==> src/logic/sdpm_pkg.sv <==
// Shared constants and carrier types for the SD host power/config registers
`default_nettype none
package sdpm_pkg;

  // ==========================================================================
  // Configuration offsets (byte addresses)
  localparam logic [7:0] PMCSR_OFS = 8'h84;  // Power control/status, 16 bit
  localparam logic [7:0] BSE_OFS   = 8'h86;  // Bridge extension, fixed
  localparam logic [7:0] PDATA_OFS = 8'h87;  // Power data, fixed
  localparam logic [7:0] GCTL_OFS  = 8'h88;  // General control, 8 bit

  // ==========================================================================
  // Power control/status field positions
  localparam int WAKE_STAT_BIT = 15;  // Sticky wake status
  localparam int WAKE_EN_BIT   = 8;   // Wake signalling enable
  localparam int PSTATE_LSB    = 0;   // Two-bit power state

  // ==========================================================================
  // General control field positions
  localparam int REV_SEL_BIT  = 7;  // Revision select
  localparam int INT_SEL_LSB  = 5;  // Two-bit interrupt select
  localparam int COLD_BIT     = 4;  // Cold-state wake support
  localparam int CORE_RST_BIT = 3;  // Core reset scope
  localparam int HIGH_SPEED_BIT = 1;  // High-speed enable
  localparam int DMA_EN_BIT   = 0;  // DMA enable

  // ==========================================================================
  // Reset values and fixed read values
  localparam logic [15:0] PMCSR_RST = 16'h0000;
  localparam logic [7:0]  GCTL_RST  = 8'h00;
  localparam logic [7:0]  BSE_VAL   = 8'h00;
  localparam logic [7:0]  PDATA_VAL = 8'h00;

  // ==========================================================================
  // Reported codes
  localparam logic [2:0] REV_OLD    = 3'h2;   // Revision 1.1 report
  localparam logic [2:0] REV_NEW    = 3'h3;   // Revision 1.2 report
  localparam logic [2:0] AUX_SELF   = 3'h0;   // Self powered
  localparam logic [2:0] AUX_55MA   = 3'h1;   // Aux current draw
  localparam logic [7:0] IFCODE_DMA  = 8'h01;  // Interface code with DMA
  localparam logic [7:0] IFCODE_NONE = 8'h00;  // Interface code without DMA
  localparam logic [7:0] PIN_CODE_A  = 8'h01;  // Pin code of the first line

  // Power state encoding
  typedef enum logic [1:0] {
    SDPM_D0    = 2'h0,
    SDPM_D1    = 2'h1,
    SDPM_D2    = 2'h2,
    SDPM_D3HOT = 2'h3
  } sdpm_pstate_t;

  // Configuration cycle request
  typedef struct packed {
    logic        rd;     // Read strobe, one cycle
    logic        wr;     // Write strobe, one cycle
    logic [7:2]  addr;   // Dword address
    logic [3:0]  be;     // Byte enables
    logic [31:0] wdata;  // Write data
  } sdpm_cfg_req_t;

  // Values reflected into other registers of the function
  typedef struct packed {
    logic       cold_wake_capable;
    logic [2:0] aux_current;
    logic [2:0] pm_revision_field;
    logic       high_speed_cap;
    logic       dma_cap;
    logic [7:0] prog_interface_code;
    logic [7:0] intr_pin_register;
  } sdpm_caps_t;

endpackage : sdpm_pkg
`default_nettype wire

==> src/logic/sdpm_sync.sv <==
// Three-stage pin synchroniser with agreement filter
`timescale 1ns/1ps
`default_nettype none
module sdpm_sync #(
  parameter int W = 1  // Number of bits
) (
  // Clock and reset
  input  wire logic         ref_clk,
  input  wire logic         rst,
  // Pin side and clean side
  input  wire logic [W-1:0] d,
  output logic      [W-1:0] q
);

  // ==========================================================================
  // Stages
  logic [W-1:0] s1;  // Metastable stage, read only by s2
  logic [W-1:0] s2;  // Second stage
  logic [W-1:0] s3;  // Third stage

  // Shift chain
  always_ff @(posedge ref_clk) begin
    if (rst) begin
      s1 <= '0;
      s2 <= '0;
      s3 <= '0;
    end else begin
      s1 <= d;
      s2 <= s1;
      s3 <= s2;
    end
  end

  // Output only moves once two settled stages agree, per bit
  always_ff @(posedge ref_clk) begin
    if (rst) begin
      q <= '0;
    end else begin
      for (int i = 0; i < W; i++) begin
        if (s2[i] == s3[i]) begin
          q[i] <= s3[i];
        end
      end
    end
  end

endmodule : sdpm_sync
`default_nettype wire

==> src/logic/sdpm_intr_route.sv <==
// Interrupt line steering from select field or override pins
`timescale 1ns/1ps
`default_nettype none
module sdpm_intr_route (
  // Clock and reset
  input  wire logic       ref_clk,
  input  wire logic       rst,
  // Selection
  input  wire logic [1:0] int_sel,
  input  wire logic [3:0] override,
  // Request in, lines out
  input  wire logic       core_irq,
  output logic      [3:0] intr_req,
  output logic      [1:0] line_idx
);

  // ==========================================================================
  // Pick a line: lowest asserted override pin beats the select field
  always_comb begin
    line_idx = int_sel;
    if (override != 4'h0) begin  // Select field ignored [RULE_13]
      line_idx = 2'h3;
      for (int i = 2; i >= 0; i--) begin
        if (override[i]) begin
          line_idx = 2'(i);
        end
      end
    end
  end

  // Registered line drive, one-hot onto the chosen line [RULE_12]
  always_ff @(posedge ref_clk) begin
    if (rst) begin
      intr_req <= 4'h0;
    end else begin
      intr_req <= core_irq ? (4'h1 << line_idx) : 4'h0;
    end
  end

endmodule : sdpm_intr_route
`default_nettype wire

==> src/logic/sdpm_config.sv <==
// Power-management and general control registers of the SD host function
// Contract
// (RULE_01) Status/control survives the D3hot exit reset
// (RULE_02) Wake status resets zero, hardware sets, software clears
// (RULE_03) Data scale and select read zero
// (RULE_04) Bit 8 enables wake signalling
// (RULE_05) Status/control bits 7..2 read zero
// (RULE_06) Power state codes D0, D1, D2, D3hot
// (RULE_07) Power state reads current, write moves it
// (RULE_08) Wake and power fields: global reset only
// (RULE_09) Bridge extension byte reads 00h, read-only
// (RULE_10) Power data byte reads 00h, read-only
// (RULE_11) Control bit 7 picks revision 010b/011b
// (RULE_12) Interrupt select programs pin and line
// (RULE_13) Override pins make select field ignored
// (RULE_14) Control bit 4 drives cold wake capability
// (RULE_15) Bit 3 sets core reset scope
// (RULE_16) Control bit 2 reads zero
// (RULE_17) Control bit 1 mirrors high-speed capability
// (RULE_18) Control bit 0 drives interface code, DMA
// (RULE_19) Sticky control fields: global reset only
// (RULE_20) Aux current follows cold wake capability
// (RULE_21) Writable fields reset to zero
`timescale 1ns/1ps
`default_nettype none
module sdpm_config (
  // Clock and global reset
  input  wire logic                  ref_clk,
  input  wire logic                  rst,
  // Pins from outside the clock domain
  input  wire logic                  bus_reset_n,
  input  wire logic [3:0]            intr_override_pins,
  // Core-side events
  input  wire logic                  wake_event,
  input  wire logic                  core_irq,
  // Configuration cycles
  input  wire sdpm_pkg::sdpm_cfg_req_t cfg_req,
  output logic                       cfg_ack,
  output logic      [31:0]           cfg_rdata,
  // Reflected values and controls
  output sdpm_pkg::sdpm_caps_t       caps,
  output logic      [1:0]            power_state_field,
  output logic                       wake_request,
  output logic                       d3_exit_reset,
  output logic                       func_reset,
  output logic                       sd_core_reset,
  output logic      [3:0]            intr_req
);

  // ==========================================================================
  // Register state
  logic       wake_status;             // Sticky wake status
  logic       wake_signal_enable;      // Wake enable
  logic       pm_revision_select;      // Revision select
  logic [1:0] int_sel;                 // Interrupt select
  logic       cold_wake_support_ctrl;  // Cold-state wake support
  logic       core_rst_ctrl;           // Core reset scope
  logic       high_speed_enable;       // High-speed enable
  logic       dma_en;                  // DMA enable
  logic       bus_reset;               // Clean bus reset, active high
  logic       bus_reset_q;             // Synchronised bus reset, active high
  logic [3:0] override_q;              // Synchronised override pins
  logic [1:0] line_idx;                // Interrupt line in use
  logic       soft_reset;              // Bus or D3hot exit reset
  logic       in_soft_reset;           // Soft reset already seen last cycle
  logic       scope_held;              // Scope bit as a soft reset began
  logic       core_scope;              // Scope bit in force this cycle

  // Decode helpers
  logic       pm_hit;   // Dword holding status/control
  logic       gc_hit;   // Dword holding general control
  logic       pm_wr0;   // Write to status/control low byte
  logic       pm_wr1;   // Write to status/control high byte
  logic       gc_wr;    // Write to general control
  logic [7:0] gc_byte;  // General control as read
  logic [15:0] pm_word; // Status/control as read

  // ==========================================================================
  // Pin synchronisers
  sdpm_sync #(.W(1)) u_sync_busrst (
    .ref_clk (ref_clk),
    .rst     (rst),
    .d       (~bus_reset_n),
    .q       (bus_reset_q)
  );

  sdpm_sync #(.W(4)) u_sync_ovr (
    .ref_clk (ref_clk),
    .rst     (rst),
    .d       (intr_override_pins),
    .q       (override_q)
  );

  // The pin is inverted ahead of the synchroniser so that its reset value
  // of zero means released; otherwise every global reset would be
  // followed by a false bus reset while the stages refill.
  assign bus_reset  = bus_reset_q;
  assign soft_reset = bus_reset | d3_exit_reset;

  // ==========================================================================
  // Address decode
  assign pm_hit = (cfg_req.addr == sdpm_pkg::PMCSR_OFS[7:2]);
  assign gc_hit = (cfg_req.addr == sdpm_pkg::GCTL_OFS[7:2]);
  assign pm_wr0 = cfg_req.wr & pm_hit & cfg_req.be[0];
  assign pm_wr1 = cfg_req.wr & pm_hit & cfg_req.be[1];
  assign gc_wr  = cfg_req.wr & gc_hit & cfg_req.be[0];

  // ==========================================================================
  // Power state: written value becomes the present state
  always_ff @(posedge ref_clk) begin
    if (rst) begin  // Global reset only [RULE_08]
      power_state_field <= sdpm_pkg::PMCSR_RST[1:0];  // [RULE_21]
    end else if (pm_wr0) begin  // Any of the four codes is taken [RULE_06]
      power_state_field <= cfg_req.wdata[sdpm_pkg::PSTATE_LSB +: 2];  // [RULE_07]
    end
  end

  // Internal reset pulse when software moves D3hot back to D0
  always_ff @(posedge ref_clk) begin
    if (rst) begin
      d3_exit_reset <= 1'b0;
    end else begin
      d3_exit_reset <= pm_wr0
        && (power_state_field == sdpm_pkg::SDPM_D3HOT)
        && (cfg_req.wdata[1:0] == sdpm_pkg::SDPM_D0);
    end
  end

  // ==========================================================================
  // Wake enable; untouched by the D3hot exit and bus resets [RULE_01]
  always_ff @(posedge ref_clk) begin
    if (rst) begin  // [RULE_08]
      wake_signal_enable <= sdpm_pkg::PMCSR_RST[sdpm_pkg::WAKE_EN_BIT];
    end else if (pm_wr1) begin
      wake_signal_enable <= cfg_req.wdata[sdpm_pkg::WAKE_EN_BIT];
    end
  end

  // Wake status: write one clears, but a same-cycle event wins
  always_ff @(posedge ref_clk) begin
    if (rst) begin  // [RULE_08]
      wake_status <= 1'b0;  // [RULE_02]
    end else if (wake_event) begin
      wake_status <= 1'b1;  // [RULE_02]
    end else if (pm_wr1 && cfg_req.wdata[sdpm_pkg::WAKE_STAT_BIT]) begin
      wake_status <= 1'b0;  // [RULE_02]
    end
  end

  // Wake signalling only while enabled
  assign wake_request = wake_status & wake_signal_enable;  // [RULE_04]

  // ==========================================================================
  // Sticky general control fields, cleared by global reset alone
  always_ff @(posedge ref_clk) begin
    if (rst) begin  // [RULE_19]
      pm_revision_select     <= sdpm_pkg::GCTL_RST[sdpm_pkg::REV_SEL_BIT];
      int_sel                <= sdpm_pkg::GCTL_RST[sdpm_pkg::INT_SEL_LSB +: 2];
      cold_wake_support_ctrl <= sdpm_pkg::GCTL_RST[sdpm_pkg::COLD_BIT];
      dma_en                 <= sdpm_pkg::GCTL_RST[sdpm_pkg::DMA_EN_BIT];  // [RULE_21]
    end else if (gc_wr) begin
      pm_revision_select     <= cfg_req.wdata[sdpm_pkg::REV_SEL_BIT];
      int_sel                <= cfg_req.wdata[sdpm_pkg::INT_SEL_LSB +: 2];
      cold_wake_support_ctrl <= cfg_req.wdata[sdpm_pkg::COLD_BIT];
      dma_en                 <= cfg_req.wdata[sdpm_pkg::DMA_EN_BIT];
    end
  end

  // Non-sticky control fields also fall to bus and D3hot exit resets;
  // the reset wins over a write landing in the same cycle
  always_ff @(posedge ref_clk) begin
    if (rst || soft_reset) begin  // [RULE_21]
      core_rst_ctrl     <= sdpm_pkg::GCTL_RST[sdpm_pkg::CORE_RST_BIT];
      high_speed_enable <= sdpm_pkg::GCTL_RST[sdpm_pkg::HIGH_SPEED_BIT];
    end else if (gc_wr) begin
      core_rst_ctrl     <= cfg_req.wdata[sdpm_pkg::CORE_RST_BIT];
      high_speed_enable <= cfg_req.wdata[sdpm_pkg::HIGH_SPEED_BIT];
    end
  end

  // ==========================================================================
  // Scope capture: the soft reset clears the scope bit itself, so the
  // value in force when the reset began is held for its whole length;
  // without this a long bus reset reaches the core after one cycle
  always_ff @(posedge ref_clk) begin
    if (rst) begin
      in_soft_reset <= 1'b0;
      scope_held    <= 1'b0;
    end else begin
      in_soft_reset <= soft_reset;
      if (!in_soft_reset) begin  // Track freely outside soft resets
        scope_held <= core_rst_ctrl;
      end
    end
  end

  // First cycle uses the live bit, later cycles the captured one
  assign core_scope = in_soft_reset ? scope_held : core_rst_ctrl;  // [RULE_15]

  // ==========================================================================
  // Reset outputs: the PCI portion always sees bus reset, the core only
  // when the scope bit leaves it exposed
  always_ff @(posedge ref_clk) begin
    if (rst) begin
      func_reset    <= 1'b1;
      sd_core_reset <= 1'b1;
    end else begin
      func_reset    <= soft_reset;
      sd_core_reset <= soft_reset & ~core_scope;  // [RULE_15]
    end
  end

  // ==========================================================================
  // Interrupt steering
  sdpm_intr_route u_intr (
    .ref_clk  (ref_clk),
    .rst      (rst),
    .int_sel  (int_sel),
    .override (override_q),
    .core_irq (core_irq),
    .intr_req (intr_req),
    .line_idx (line_idx)
  );

  // ==========================================================================
  // Values reflected into capability, class and socket registers
  always_ff @(posedge ref_clk) begin
    if (rst) begin
      caps <= '0;
    end else begin
      caps.cold_wake_capable   <= cold_wake_support_ctrl;  // [RULE_14]
      caps.aux_current         <= cold_wake_support_ctrl ?
                                  sdpm_pkg::AUX_55MA : sdpm_pkg::AUX_SELF;  // [RULE_20]
      caps.pm_revision_field   <= pm_revision_select ?
                                  sdpm_pkg::REV_NEW : sdpm_pkg::REV_OLD;  // [RULE_11]
      caps.high_speed_cap      <= high_speed_enable;  // [RULE_17]
      caps.dma_cap             <= dma_en;  // [RULE_18]
      caps.prog_interface_code <= dma_en ?
                                  sdpm_pkg::IFCODE_DMA : sdpm_pkg::IFCODE_NONE;  // [RULE_18]
      caps.intr_pin_register   <= sdpm_pkg::PIN_CODE_A + {6'h00, line_idx};  // [RULE_12]
    end
  end

  // ==========================================================================
  // Read view; reserved and unimplemented fields are constant zero
  always_comb begin
    pm_word = 16'h0000;  // Scale, select and bits 7..2 stay zero [RULE_03] [RULE_05]
    pm_word[sdpm_pkg::WAKE_STAT_BIT]      = wake_status;
    pm_word[sdpm_pkg::WAKE_EN_BIT]        = wake_signal_enable;
    pm_word[sdpm_pkg::PSTATE_LSB +: 2]    = power_state_field;
    gc_byte = 8'h00;  // Bit 2 stays zero [RULE_16]
    gc_byte[sdpm_pkg::REV_SEL_BIT]        = pm_revision_select;
    gc_byte[sdpm_pkg::INT_SEL_LSB +: 2]   = int_sel;
    gc_byte[sdpm_pkg::COLD_BIT]           = cold_wake_support_ctrl;
    gc_byte[sdpm_pkg::CORE_RST_BIT]       = core_rst_ctrl;
    gc_byte[sdpm_pkg::HIGH_SPEED_BIT]     = high_speed_enable;
    gc_byte[sdpm_pkg::DMA_EN_BIT]         = dma_en;
  end

  // Read data registered, acknowledge one cycle after each strobe;
  // fixed bytes ignore writes, unmapped dwords read zero
  always_ff @(posedge ref_clk) begin
    if (rst) begin
      cfg_ack   <= 1'b0;
      cfg_rdata <= 32'h0000_0000;
    end else begin
      cfg_ack <= cfg_req.rd | cfg_req.wr;
      if (cfg_req.rd) begin
        if (pm_hit) begin
          cfg_rdata <= {sdpm_pkg::PDATA_VAL, sdpm_pkg::BSE_VAL, pm_word};  // [RULE_09] [RULE_10]
        end else if (gc_hit) begin
          cfg_rdata <= {24'h00_0000, gc_byte};
        end else begin
          cfg_rdata <= 32'h0000_0000;
        end
      end
    end
  end
endmodule : sdpm_config
`default_nettype wire

==> config.mk <==
export PLATFORM = sky130hd
export DESIGN_NAME = sdpm_config
export DESIGN_NICKNAME = d
export VERILOG_FILES = /design/src/logic/sdpm_pkg.sv /design/src/logic/sdpm_sync.sv /design/src/logic/sdpm_intr_route.sv /design/src/logic/sdpm_config.sv
export SDC_FILE = /design/constraint.sdc
export NUM_CORES = 1
export LEC_CHECK = 0
export BUFFER_PORTS_ARGS = -buffer_cell sky130_fd_sc_hd__buf_4
export CAP_MARGIN = 20
export CORE_ASPECT_RATIO = 1.5
export CORE_MARGIN = 10
export CORE_UTILIZATION = 41
export DETAILED_ROUTE_END_ITERATION = 8
export PLACE_DENSITY = 0.74
export SYNTH_ARGS = -nofsm -noshare
export SYNTH_HDL_FRONTEND = slang
export SYNTH_SLANG_ARGS = --single-unit
==> constraint.sdc <==
create_clock -name ref_clk -period 2.6 [get_ports ref_clk]
set_input_delay 0.52 -clock ref_clk [delete_from_list [all_inputs] [get_ports ref_clk]]
set_output_delay 0.52 -clock ref_clk [all_outputs]
set_load 0.02 [all_outputs]
==> results.cfg <==
[worst_hold_path]
worstHoldPathType = in2reg

[synth]
synth_flop_cell = sky130_fd_sc_hd__dfxtp_1
synth_cell_types = 29
synth.cell_area_um2 = 2300
synth_sequential_area_ratio = 0.505
synth_area_leader_cell = sky130_fd_sc_hd__dfxtp_1
post_synth_inst_count = 242
asyncSetResetFlopFracSynth = 0
synth_enable_flop_cells = 0
number_of_synthesized_register_bits = 58
synthesis.yosys.warnings = 0
netlist.area_leader.share = 0.505
post_synth.cell_area_avg_um2 = 9.50
netlist_top_cells_area = sky130_fd_sc_hd__dfxtp_1 50%, sky130_fd_sc_hd__buf_4 13%, sky130_fd_sc_hd__nor2b_1 6.3%, sky130_fd_sc_hd__a21oi_1 4.1%, sky130_fd_sc_hd__nand4_1 3.3%

[detailed_routing]
drc = 0
route.vias.total = 1676
via_per_inst = 4.48
postRouteAntennaNets = 0
drt_first_iter_violations = 68
detailed_route_wl_um = 5040
detailed_routing_iterations_pass_1 = 4
wire_per_inst_um = 13.5

[critical_path]
critical_path_class = in2reg
required_time_of_the_worst_setup_path_ns = 2.82
cp-start-kind = primary input
worstPathMaxFanout = 8
arrival_ns = 2.03
critPathCaptureType = flop

[floorplanning]
dieWidth_um = 81.2
floorplan.die.height_um = 112
initial_utilization = 0.422
die_area_um2 = 9070
core-area_um2 = 5450
core.rowCount = 33
io-pin-count = 121

[layout]
final_nets = 353
insertedDiodeCount = 0
synthToLayoutAreaGrowth_pct = 23.7
fillCellCount = 544
layout-drive-gt1-share = 0.263
sequential_cell_area_um2 = 1160
multi_input_gate_area_in_the_final_layout_um2 = 912

[global_routing]
grt_antenna_before_repair = 0
grt_util_all_layers = 0.113
grt_most_used_layer = met2
grtUsageMet3 = 0.0443
grt_first_pass_wirelength_um = 8040
first_global_vias = 1685
grt_overflow_total = 0
gr-usage-met2 = 0.179
grtUsageMet1 = 0.124
grt_max_degree = 27

[clocking]
htree_levels = 3
cts-hold-fix-buffers = 0
cts_inserted_buffers = 9
clock_latency_of_the_later_clocked_register_in_the_worst_skew_pair_ns = 0.33
clock-root-buffer = sky130_fd_sc_hd__clkbuf_8
cts_tree = done
resized_cells_post_cts = 0
post_cts.repair.setup_buffers = 0
clk_pin_slew_worst_paths_ns = 0.06
clock-sinks = 58
clock_tree.buffer_depth = 2

[placed_design]
dp.final_hpwl_um = 3870
numPortBuffers = 57
place.gp.congestion = 0.827

[status]
outcome = completed

[power]
switching_share = 0.230
switching_power_uw = 452
power_frac_seq = 0.464
p_clk_frac = 0.454
pwr-share-comb = 0.082
leakagePower_nw = 1.24
internal_power_mw = 1.52
ir_drop_uv = 320
power_density_nw_per_um2 = 693

[job]
maximum_capacitance_violations = 0

[sta]
finalSetupTns_ns = 0
post-route-min-period_ns = 1.81
final.period_utilization = 0.695
unrepaired_setup_endpoints_after_global_routing = no
hold_viol_final = 0
holdWs_ns = 0.337
maxSlewViolCount = 0
final_setup_violations = 0
worst_clock_skew_ns = 0.00428
fmax_ghz = 0.554
-- through the flow --
| step | setup slack (ns) | instance area [um2] | power, mW | instances | util |
|---|---|---|---|---|---|
| after global placement | 0.449 | 2630 | 1.09 | 358 | 0.482 |
| final | 0.793 | 2840 | 1.97 | 374 | 0.522 |
| after CTS | 0.800 | 2840 | 1.99 | 374 | 0.522 |
| after global routing | 0.756 | 2840 | 2.05 | 374 | 0.522 |
| after floorplan | 0.722 | 2440 | 1.08 | 279 | - |
| after detailed placement | 0.435 | 2630 | 1.09 | 358 | 0.482 |
-- power groups by stage --
stage	clock, mW	sequential [mW]	combinational [mW]
6_report	0.895	0.913	0.161
4_1_cts	0.921	0.913	0.159
3_3_place_gp	0	0.933	0.157
5_1_grt	0.954	0.915	0.176
2_1_floorplan	0	0.941	0.137
3_5_place_dp	0	0.933	0.159
-- cells by family after synthesis --
kind of cell | synth area share
AND/OR/NAND/NOR | 0.219
buffers and inverters | 0.159
AO/OA/AOI/OAI | 0.0832
flip-flops | 0.505
other | 0.00163
multiplexers | 0.0272
adder cells (fa/ha/maj) | 0.00544
-- cells in the final DEF, fill, tap and decap left out, types with 3 or more instances in the layout --
cell type                  instances
sky130_fd_sc_hd__a21oi_1          19
sky130_fd_sc_hd__nand3_1           4
sky130_fd_sc_hd__inv_1             4
sky130_fd_sc_hd__o21ai_0           5
sky130_fd_sc_hd__a311oi_1          3
sky130_fd_sc_hd__nor2_1           10
sky130_fd_sc_hd__mux2i_1           4
sky130_fd_sc_hd__nor2b_1          23
sky130_fd_sc_hd__conb_1           38
sky130_fd_sc_hd__clkinv_2          4
sky130_fd_sc_hd__dfxtp_1          58
sky130_fd_sc_hd__nand4_1          12
sky130_fd_sc_hd__clkbuf_8         10
sky130_fd_sc_hd__buf_4            60
sky130_fd_sc_hd__nand2b_1          9
sky130_fd_sc_hd__o31ai_1           5
sky130_fd_sc_hd__nand2_1          15
sky130_fd_sc_hd__nor3_1            6
-- sequential cells by signal (all words and copies together), names as in the netlist, 2 cells and up --
register           count
u_sync_ovr.s3          4
u_sync_ovr.s2          4
power_state_field      2
int_sel                2
u_sync_ovr.q           4
u_intr.intr_req        4
u_sync_ovr.s1          4
caps                   8
cfg_rdata              9
-- per-layer routing --
metal | vias to the layer above | part of all wire
met3 | 11 | 0.075
met2 | 77 | 0.48
li1 | 853 | -
met4 | 0 | 0.026
met5 | - | 0
met1 | 735 | 0.42
-- final cells by class --
type	instances	area share
clock buffer	10	0.0484
clock inverter	6	0.0282
inverter	4	0.00528
multi-input combinational	166	0.321
sequential	58	0.408
tap	70	0.0308
timing repair buffer	60	0.158
-- cell usage after synthesis, drive strengths merged (5+ instances only) --
cell    count
nor2       10
nand2b      9
nand4      12
o21ai       5
nand2      15
a21oi      19
nor2b      23
nor3        7
dfxtp      58
clkbuf      9
buf        42
o31ai       5
-- final timing paths --
kind,endpoint,slack (ns),from,depth (start not counted)
worst max-delay path,pm_revision_select$_SDFFE_PP0P_,0.79,cfg_req[39],4
worst min-delay path,u_sync_busrst.s1$_SDFF_PP0_,0.34,bus_reset_n,2
worst max register to register,caps[1]$_SDFF_PP0_,1.20,u_sync_ovr.q[2]$_SDFFE_PP0N_,4
worst min register to register,u_sync_ovr.s2[2]$_SDFF_PP0_,0.43,u_sync_ovr.s1[2]$_SDFF_PP0_,1
-- critical path: stages --
cell and delay [ns]:
sky130_fd_sc_hd__buf_4 0.11, sky130_fd_sc_hd__or4b_1 0.71, sky130_fd_sc_hd__nor3_4 0.32, sky130_fd_sc_hd__mux2_2 0.36
(Power assumes the default switching activity.)
